## config.mk

```make
export PLATFORM = sky130hd
export DESIGN_NAME = sstp_port
export DESIGN_NICKNAME = d
export VERILOG_FILES = /design/src/shared/sstp_pkg.sv /design/src/rtl/sstp_fifo.sv /design/src/rtl/sstp_port.sv
export SDC_FILE = /design/constraint.sdc
export NUM_CORES = 1
export LEC_CHECK = 0
export BUFFER_PORTS_ARGS = -buffer_cell sky130_fd_sc_hd__buf_2
export CORE_UTILIZATION = 57
export CTS_CLUSTER_SIZE = 14
export DETAILED_ROUTE_END_ITERATION = 12
export GPL_ROUTABILITY_DRIVEN = 1
export GPL_TIMING_DRIVEN = 1
export PLACE_DENSITY = 0.77
export SLEW_MARGIN = 20
export SYNTH_ARGS = -nofsm -noshare
export SYNTH_HDL_FRONTEND = slang
export SYNTH_HIERARCHICAL = 1
export SYNTH_SLANG_ARGS = --single-unit
```

## constraint.sdc

```tcl
create_clock -name i_core_clk -period 1.2 [get_ports i_core_clk]
set_input_delay 0.24 -clock i_core_clk [delete_from_list [all_inputs] [get_ports i_core_clk]]
set_output_delay 0.24 -clock i_core_clk [all_outputs]
set_load 0.02 [all_outputs]
```

## src/shared/sstp_pkg.sv

```systemverilog
// Package for the serial status text port: framing, timing and shared types.
// Assumes a single 20 MHz core clock.
`default_nettype none
package sstp_pkg;
  localparam int unsigned CLK_HZ = 20000000;
  localparam int unsigned BAUD = 9600;
  // Rounded down so the bit time is never longer than nominal
  localparam int unsigned BIT_CYCLES = CLK_HZ / BAUD;
  localparam int unsigned PACKET_INTERVAL_S = 1;
  localparam int unsigned PACKET_CYCLES = CLK_HZ * PACKET_INTERVAL_S;
  localparam int unsigned DATA_BITS = 8;
  localparam int unsigned FIFO_DEPTH = 16;
  localparam logic IDLE_LEVEL = 1'b1;
  localparam logic START_LEVEL = 1'b0;
  localparam logic STOP_LEVEL = 1'b1;

  typedef enum logic [0:0] {
    SSTP_MODE_TEXT = 1'b0,
    SSTP_MODE_ALT = 1'b1
  } sstp_mode_t;

  typedef enum logic [1:0] {
    SSTP_TX_IDLE = 2'b00,
    SSTP_TX_START = 2'b01,
    SSTP_TX_DATA = 2'b11,
    SSTP_TX_STOP = 2'b10
  } sstp_tx_state_t;

  typedef struct packed {
    logic valid;
    logic [7:0] data;
  } sstp_byte_t;
endpackage
`default_nettype wire

```

## src/rtl/sstp_fifo.sv

```systemverilog
// Synchronous FIFO with valid/ready on both sides.
// Assumes one clock and an active-low reset already released in step with it.
`default_nettype none
module sstp_fifo #(
  parameter int unsigned WIDTH = 8,
  parameter int unsigned DEPTH = 16
) (
  input wire logic i_core_clk,
  input wire logic i_rstn,
  input wire logic i_flush,
  input wire logic i_in_valid,
  output logic o_in_ready,
  input wire logic [WIDTH-1:0] i_in_data,
  output logic o_out_valid,
  input wire logic i_out_ready,
  output logic [WIDTH-1:0] o_out_data
);
  localparam int unsigned AW = $clog2(DEPTH);
  typedef struct packed {
    logic [AW-1:0] wr;
    logic [AW-1:0] rd;
    logic [AW:0] count;
  } sstp_fifo_state_t;

  logic [WIDTH-1:0] mem [DEPTH];
  sstp_fifo_state_t st_r;
  sstp_fifo_state_t st_nxt;
  logic push;
  logic pop;

  assign o_in_ready = (st_r.count != (AW+1)'(DEPTH));
  assign o_out_valid = (st_r.count != '0);
  assign o_out_data = mem[st_r.rd];
  assign push = i_in_valid && o_in_ready;
  assign pop = o_out_valid && i_out_ready;

  always_comb
  begin
    st_nxt = st_r;
    if (i_flush)
    begin
      st_nxt = '0;
    end
    else
    begin
      if (push)
      begin
        st_nxt.wr = (st_r.wr == AW'(DEPTH - 1)) ? '0 : st_r.wr + AW'(1);
      end
      if (pop)
      begin
        st_nxt.rd = (st_r.rd == AW'(DEPTH - 1)) ? '0 : st_r.rd + AW'(1);
      end
      st_nxt.count = st_r.count + (AW+1)'(push) - (AW+1)'(pop);
    end
  end

  always_ff @(posedge i_core_clk or negedge i_rstn)
  begin
    if (!i_rstn)
    begin
      st_r <= '0;
    end
    else
    begin
      st_r <= st_nxt;
    end
  end

  // Storage has no reset; contents are only read behind the count
  always_ff @(posedge i_core_clk)
  begin
    if (push && !i_flush)
    begin
      mem[st_r.wr] <= i_in_data;
    end
  end
endmodule
`default_nettype wire

```

## src/rtl/sstp_port.sv

```systemverilog
// Serial status text port: paced packet transmitter with a 16-byte FIFO.
// Assumes the packet source supplies bytes in the mode shown on o_mode.
//
// Behaviour
// - Both ends use 9600 baud, 8N1 framing, no parity, no handshake.
// - After reset or with no alternative chosen, default text mode is sent.
// - A configuration input selects an alternative output mode in place of text.
// - Once running, one packet is released every second, continuously.
// - Port is active only while the handheld unit is attached.
`default_nettype none
module sstp_port #(
  parameter int unsigned PACKET_CYCLES = sstp_pkg::PACKET_CYCLES,
  parameter int unsigned BIT_CYCLES = sstp_pkg::BIT_CYCLES,
  parameter int unsigned FIFO_DEPTH = sstp_pkg::FIFO_DEPTH
) (
  input wire logic i_core_clk,
  input wire logic i_rstn,
  input wire logic i_attached,
  input wire logic i_alt_mode_sel,
  input wire logic i_byte_valid,
  input wire logic [7:0] i_byte_data,
  input wire logic i_byte_last,
  output logic o_byte_ready,
  output logic o_packet_req,
  output logic o_mode,
  output logic o_active,
  output logic o_txd,
  input wire logic i_rxd,
  output logic o_rx_valid,
  output logic [7:0] o_rx_data
);
  localparam int unsigned PW = $clog2(PACKET_CYCLES + 1);
  localparam int unsigned BW = $clog2(BIT_CYCLES + 1);
  localparam logic [2:0] LAST_BIT = 3'(sstp_pkg::DATA_BITS - 1);

  typedef struct packed {
    logic [1:0] rst_sync;
    logic [PW-1:0] pkt_cnt;
    logic in_packet;
    logic packet_req;
    sstp_pkg::sstp_mode_t mode;
    logic active;
    sstp_pkg::sstp_tx_state_t tx_st;
    logic [BW-1:0] tx_cnt;
    logic [2:0] tx_bit;
    logic [7:0] tx_sh;
    logic txd;
    logic rx_busy;
    logic [BW-1:0] rx_cnt;
    logic [3:0] rx_bit;
    logic [7:0] rx_sh;
    logic rx_valid;
    logic [7:0] rx_data;
  } sstp_state_t;

  sstp_state_t st_r;
  sstp_state_t st_nxt;
  logic rst_sync_n;
  logic fifo_in_ready;
  logic fifo_out_valid;
  logic fifo_pop;
  logic [8:0] fifo_out;
  logic fifo_push;

  assign rst_sync_n = st_r.rst_sync[1];
  // Bytes are accepted only inside a paced packet window
  assign fifo_push = i_byte_valid && st_r.in_packet && st_r.active;
  assign fifo_pop = fifo_out_valid && (st_r.tx_st == sstp_pkg::SSTP_TX_IDLE) && st_r.active;

  sstp_fifo #(
    .WIDTH(9),
    .DEPTH(FIFO_DEPTH)
  ) u_fifo (
    .i_core_clk(i_core_clk),
    .i_rstn(rst_sync_n),
    .i_flush(!st_r.active),
    .i_in_valid(fifo_push),
    .o_in_ready(fifo_in_ready),
    .i_in_data({i_byte_last, i_byte_data}),
    .o_out_valid(fifo_out_valid),
    .i_out_ready(fifo_pop),
    .o_out_data(fifo_out)
  );

  always_comb
  begin
    st_nxt = st_r;
    st_nxt.rst_sync = {st_r.rst_sync[0], 1'b1};
    st_nxt.packet_req = 1'b0;
    st_nxt.rx_valid = 1'b0;
    st_nxt.active = i_attached;
    st_nxt.mode = i_alt_mode_sel ? sstp_pkg::SSTP_MODE_ALT : sstp_pkg::SSTP_MODE_TEXT;
    o_byte_ready = fifo_in_ready && st_r.in_packet && st_r.active;
    if (!st_r.active)
    begin
      // Detached: hold line idle and restart pacing on reattach
      st_nxt.pkt_cnt = '0;
      st_nxt.in_packet = 1'b0;
      st_nxt.tx_st = sstp_pkg::SSTP_TX_IDLE;
      st_nxt.txd = sstp_pkg::IDLE_LEVEL;
      st_nxt.rx_busy = 1'b0;
    end
    else
    begin
      if (fifo_push && fifo_in_ready && i_byte_last)
      begin
        st_nxt.in_packet = 1'b0;
      end
      // One packet per interval; first request right after activation
      // A new window opening wins over the old one closing in the same cycle
      if (st_r.pkt_cnt == '0)
      begin
        st_nxt.pkt_cnt = PW'(PACKET_CYCLES - 1);
        st_nxt.packet_req = 1'b1;
        st_nxt.in_packet = 1'b1;
      end
      else
      begin
        st_nxt.pkt_cnt = st_r.pkt_cnt - PW'(1);
      end
      case (st_r.tx_st)
        sstp_pkg::SSTP_TX_IDLE:
        begin
          st_nxt.txd = sstp_pkg::IDLE_LEVEL;
          if (fifo_out_valid)
          begin
            st_nxt.tx_sh = fifo_out[7:0];
            st_nxt.tx_cnt = BW'(BIT_CYCLES - 1);
            st_nxt.txd = sstp_pkg::START_LEVEL;
            st_nxt.tx_st = sstp_pkg::SSTP_TX_START;
          end
        end
        sstp_pkg::SSTP_TX_START:
        begin
          if (st_r.tx_cnt == '0)
          begin
            st_nxt.tx_cnt = BW'(BIT_CYCLES - 1);
            st_nxt.txd = st_r.tx_sh[0];
            st_nxt.tx_sh = {1'b0, st_r.tx_sh[7:1]};
            st_nxt.tx_bit = '0;
            st_nxt.tx_st = sstp_pkg::SSTP_TX_DATA;
          end
          else
          begin
            st_nxt.tx_cnt = st_r.tx_cnt - BW'(1);
          end
        end
        sstp_pkg::SSTP_TX_DATA:
        begin
          if (st_r.tx_cnt == '0)
          begin
            st_nxt.tx_cnt = BW'(BIT_CYCLES - 1);
            if (st_r.tx_bit == LAST_BIT)
            begin
              st_nxt.txd = sstp_pkg::STOP_LEVEL;
              st_nxt.tx_st = sstp_pkg::SSTP_TX_STOP;
            end
            else
            begin
              st_nxt.txd = st_r.tx_sh[0];
              st_nxt.tx_sh = {1'b0, st_r.tx_sh[7:1]};
              st_nxt.tx_bit = st_r.tx_bit + 3'(1);
            end
          end
          else
          begin
            st_nxt.tx_cnt = st_r.tx_cnt - BW'(1);
          end
        end
        default:
        begin
          if (st_r.tx_cnt == '0)
          begin
            st_nxt.tx_st = sstp_pkg::SSTP_TX_IDLE;
          end
          else
          begin
            st_nxt.tx_cnt = st_r.tx_cnt - BW'(1);
          end
        end
      endcase
      // Receiver: sample mid-bit; no flow control, a byte is just reported
      if (!st_r.rx_busy)
      begin
        if (i_rxd == sstp_pkg::START_LEVEL)
        begin
          st_nxt.rx_busy = 1'b1;
          st_nxt.rx_cnt = BW'(BIT_CYCLES / 2);
          st_nxt.rx_bit = '0;
        end
      end
      else if (st_r.rx_cnt == '0)
      begin
        st_nxt.rx_cnt = BW'(BIT_CYCLES - 1);
        st_nxt.rx_bit = st_r.rx_bit + 4'(1);
        if (st_r.rx_bit == 4'(0))
        begin
          // False start: line back high at mid start bit
          st_nxt.rx_busy = (i_rxd == sstp_pkg::START_LEVEL);
        end
        else if (st_r.rx_bit <= 4'(sstp_pkg::DATA_BITS))
        begin
          st_nxt.rx_sh = {i_rxd, st_r.rx_sh[7:1]};
        end
        else
        begin
          st_nxt.rx_busy = 1'b0;
          // Framing error on a low stop bit drops the byte
          if (i_rxd == sstp_pkg::STOP_LEVEL)
          begin
            st_nxt.rx_valid = 1'b1;
            st_nxt.rx_data = st_r.rx_sh;
          end
        end
      end
      else
      begin
        st_nxt.rx_cnt = st_r.rx_cnt - BW'(1);
      end
    end
  end

  // Reset synchroniser stage runs on the raw reset
  always_ff @(posedge i_core_clk or negedge i_rstn)
  begin
    if (!i_rstn)
    begin
      st_r <= '0;
      st_r.txd <= sstp_pkg::IDLE_LEVEL;
    end
    else if (!rst_sync_n)
    begin
      st_r <= '0;
      st_r.rst_sync <= st_nxt.rst_sync;
      st_r.txd <= sstp_pkg::IDLE_LEVEL;
    end
    else
    begin
      st_r <= st_nxt;
    end
  end

  assign o_packet_req = st_r.packet_req;
  assign o_mode = st_r.mode;
  assign o_active = st_r.active;
  assign o_txd = st_r.txd;
  assign o_rx_valid = st_r.rx_valid;
  assign o_rx_data = st_r.rx_data;
endmodule
`default_nettype wire

```

# == Word-level counts from Yosys, hierarchy flattened ==
# Memory sizes are Yosys's and may differ from the RTL's.
# Cells that the tools add are included.
# totals
regBits,104
latchBits,0
mem_bits_rw,144
mem_bits_ro,0
out_inout_bits,14
elab_cells,133
mem_count,1
# op_classes
addsub,9
mul,0
div_mod_pow,0
magnitude_cmp,1
eq_ne,31
shift,0
n_mux,45
n_bitwise,1
reduce_logical,25
# memory_table
name,words,word_bits,rd,rd_ports_with_merged_regs,wr,line_no,source
u_fifo.mem,16,9,1,0,1,sstp_fifo.sv:25,logic [WIDTH-1:0] mem [DEPTH];
# ops
op,count
89-bit two-way mux,1
17-bit two-way mux,4
12-bit two-way mux,5
14-bit one-hot mux with 3 select lines,1
33-bit two-way mux,1
9-bit two-way mux,3
9-bit one-hot mux with 3 select lines,1
26-bit two-way mux,1
25-bit logical NOT,1
25-bit two-way mux,1
25-bit by 1-bit subtractor with 25-bit output (second input constant),1
12-bit logical NOT,2
12-bit by 1-bit subtractor with 12-bit output (second input constant),2
23-bit two-way mux,1
21-bit two-way mux,1
4-bit two-way mux,4
4-bit inequality test (second input constant),4
3-bit inequality test (second input constant),5
5-bit AND reduction,3
14-bit two-way mux,1
2-bit two-way mux,7
13-bit two-way mux,1
4-bit by 1-bit adder with 4-bit output (second input constant),3
6-bit AND reduction,2
28 further kinds,56

# == Longest topological paths before layout ==
# logic_depth
depth_word,8
ltp_mapped,15

# == Hierarchy ==
# The synthesis kept the hierarchy.
# by_module_without_submodules
module,n_inst,cells_each,area_per_inst_um2,seq_area_each_um2
sstp_fifo,1,366,6422.4,4649.5
sstp_port,1,512,4991.0,2278.4

# == Least setup slack after synthesis ==
# No wires, ideal clock.
# synth_path
kind,register -> register
from,register u_fifo/st_r[3] (netlist bit)
to,register u_fifo/st_r[4] (netlist bit)
setup_ns,0.078
arrival_time_ns,3.186
setup_slack_ns,-2.064
stages_incl_launch_ff,16
path_buffers,2
synth_period_minus_slack_ns,3.264
path_cell_list,dfrtp_1 inv_1 ha_1 or4b_4 clkbuf_1 and3_1 and2_4 buf_6 ha_1 inv_1 ha_1 fa_1 a21oi_1 nor2_1 or3_1 a21oi_1
# synth_lines
item,line_no,source
"start, declared",sstp_fifo.sv:26,sstp_fifo_state_t st_r;
"start signal, assigned",sstp_fifo.sv:66,st_r <= st_nxt;

==> flow_summary_export.csv <==
group,metric,value,unit
die,coreArea,0.01864,sq mm
placed_design,io_buffer_count,28,
finish,final_util,82.48,%
synth,syn_area,0.01082,sq mm
power_and_ir_drop,power,18.68,mW
min_path,min_to,"st_r[33]$_DFF_PN0_",
setup_path,path_cells,"inv_2 > ha_4 > or4b_4 > and3_4 > and2_4 > ha_4 > inv_2 > ha_4 > fa_2 > a21oi_2 > nor2_1 > or3_4 > a21oi_4",
die,initial_core_util,58.01,%
setup_path,cp-start-kind,"register",
setup_path,worst_path_most_repeated_cell,"ha_4",
finish,area_delta_synth_final,42.17,%
routing,wirelength,33.56,mm
global_route,grt_pass1_wl,50.72,mm
timing,max_freq,334.5,MHz
routing,ant_nets,0,
routing,dr.pass1.iters,5,
power_and_ir_drop,p_leak,6.182,nW
power_and_ir_drop,power.density,1215,mW/mm^2
setup_path,critPathSlowestCell,"or4b_4",
global_route,grt_max_degree,53,
global_route,grt_pass1_vias,9585,
run_status,status,"complete, but fails checks",
clock_tree,root_buffer,"clkbuf_16",
run_status,violations,"setup timing",
setup_path,cp_slowest_stage_delay,0.46,ns
timing,setup_tns,-217.44,ns
timing,whs,0.04525,ns
synth,avgSynthCellArea,12.71,sq um
clock_tree,cts.htree.levels,1,
setup_path,cp.depth,13,
global_route,gr-usage-all-layers,33.46,%
timing,fin_crit_sh,249.2,%
synth,ys_warn_count,6,
placed_design,globalplace.congestion,0.8775,
job,maxCapViolCount,0,
placed_design,dp_hpwl,18.64,mm
setup_path,arrival,3.44,ns
clock_tree,clock_path_buffers,3,
timing,setup-violations-final,242,
placed_design,place_ws,-1.824,ns
setup_path,worstPathRequired,1.65,ns
die,fp.dieArea,0.01953,sq mm
setup_path,path_buf_inv,2,
setup_path,r2r-start,"u_fifo/st_r[3]$_DFF_PN0_",
die,die-height,139.7,um
routing,wl_per_cell,24.32,um
finish,nets,1167,
routing,vias_per_cell,6.500,
timing,final.min_clock_period,2.990,ns
setup_path,rr_endpoint,"u_fifo/st_r[4]$_DFF_PN0_",
min_path,hold_path_class,"input pin to register",
clock_tree,insertion_delay,0.53,ns
die,fp.dieW,139.7,um
die,rows,50,
timing,worstMarginPinSlew,0.5746,ns
routing,drt_iter0_markers,753,
timing,skew,0.01054,ns
routing,route.vias.total,8970,
setup_path,reg2reg_slack,-1.79,ns
clock_tree,numCtsBuffers,25,
min_path,min_from,"i_rxd",
min_path,min_path_cells,3,
synth,synth_nets,891,
global_route,grt-ovfl-total,0,
timing,drv_slew,0,
setup_path,r2r_cells,13,
timing,rsz0062_at_grt,"yes",
routing,post-route-drc-count,0,
global_route,antenna_found_initial,0,
synth,syn_inst,851,
setup_path,path_delay_family,"simple AND/OR/NAND/NOR gates",
clock_tree,path_clk_slew,0.06,ns
timing,setup_ws,-1.790,ns
die,io_pins,29,
power_and_ir_drop,ir_drop,0.001337,V
finish,antenna_cells,0,
finish,drive_gt1_share,46.25,%
setup_path,worstSetupEndpointType,"register",
clock_tree,clock_sinks,232,
clock_tree,cts_tree,"built",
timing,worst_slew_margin_rel,61.49,%
timing,finalHoldViolCount,0,
setup_path,criticalPathCategory,"register to register",
setup_path,crit_fanout,3,
-- routing by layer --
layer,wire length [um],share of wire (%),up-vias,global-route usage (%)
met2,17150,51,456,59.89
li1,-,-,3846,-
met1,12930,39,4543,40.32
met4,1399,4.2,0,12.90
met5,0,0,-,0
met3,2069,6.2,125,5.643
-- worst max path at each step --
stage | from | end | slack, ns
after floorplan | u_fifo/st_r[3]$_DFF_PN0_ | u_fifo/st_r[4]$_DFF_PN0_ | -1.96
after global placement | u_fifo/st_r[2]$_DFF_PN0_ | u_fifo/st_r[4]$_DFF_PN0_ | -1.72
after detailed placement | u_fifo/st_r[2]$_DFF_PN0_ | u_fifo/st_r[4]$_DFF_PN0_ | -1.82
after CTS | u_fifo/st_r[3]$_DFF_PN0_ | u_fifo/st_r[4]$_DFF_PN0_ | -1.70
after global routing | u_fifo/st_r[3]$_DFF_PN0_ | u_fifo/st_r[4]$_DFF_PN0_ | -1.88
final | u_fifo/st_r[3]$_DFF_PN0_ | u_fifo/st_r[4]$_DFF_PN0_ | -1.79
-- timing repair --
action / 4_1_cts / 5_1_grt
endpoints found under the setup margin: 242 / 242
hold buffers: 3 / 0
pin swaps: 55 / 23
hold endpoints to repair: 93 / 0
gates cloned: 4 / 0
gates resized for setup: 145 / 39
setup buffers: 54 / 7
-- state kept, by name (all words and copies together) (netlist names), 8 cells and up --
signal / count
o_rx_data: 8
u_fifo/st_r: 13
u_fifo/mem: 128
st_r: 76
-- worst reg2reg max path, stage by stage (launching register included) --
cell     delay, ns
dfrtp_1       0.40
inv_2         0.09
ha_4          0.13
or4b_4        0.46
and3_4        0.17
and2_4        0.15
ha_4          0.26
inv_2         0.04
ha_4          0.16
fa_2          0.36
a21oi_2       0.13
nor2_1        0.06
or3_4         0.38
a21oi_4       0.13
-- power breakdown --
group	leakage (nW)	switching, mW	internal (mW)
Combinational	3.21	1.43	1.29
Sequential	2.58	0.0929	8.52
Clock	0.399	3.14	4.21
-- cell type report --
type	count	area, sq um
clock buffers	35	724.4
clock inverters	11	58.81
fillers	886	3267
inverters	35	137.6
multi-input cells	533	4999
flip-flops and latches	232	6452
well taps	234	292.8
repair buffers	300	2711
-- metrics by stage --
stage          cell area (sq um)  instances
3_3_place_gp               13210       1268
2_1_floorplan              11440        851
6_report                   15380       1380
3_5_place_dp               13210       1268
4_1_cts                    15130       1373
5_1_grt                    15380       1380
-- cells in the final DEF (no fill, tap or decap), types with 8 or more instances in the layout --
| cell type | count |
|---|---|
| a21oi_1 | 15 |
| a21oi_2 | 22 |
| a22o_1 | 10 |
| a22oi_1 | 9 |
| a31oi_1 | 16 |
| and3_1 | 11 |
| buf_12 | 21 |
| buf_2 | 13 |
| buf_4 | 209 |
| buf_6 | 49 |
| clkbuf_16 | 26 |
| clkinv_2 | 10 |
| dfrtp_1 | 99 |
| edfxtp_1 | 128 |
| ha_1 | 15 |
| inv_1 | 26 |
| mux2i_1 | 44 |
| mux4_2 | 16 |
| nand2_1 | 34 |
| nand3_1 | 9 |
| nand4_1 | 17 |
| nor2_1 | 26 |
| nor2_4 | 13 |
| nor3_4 | 10 |
| o211ai_1 | 13 |
| o21ai_1 | 17 |
| or3_1 | 9 |
| or4_1 | 8 |
| xor2_1 | 11 |
No activity file was read; power rests on OpenSTA's default activity.
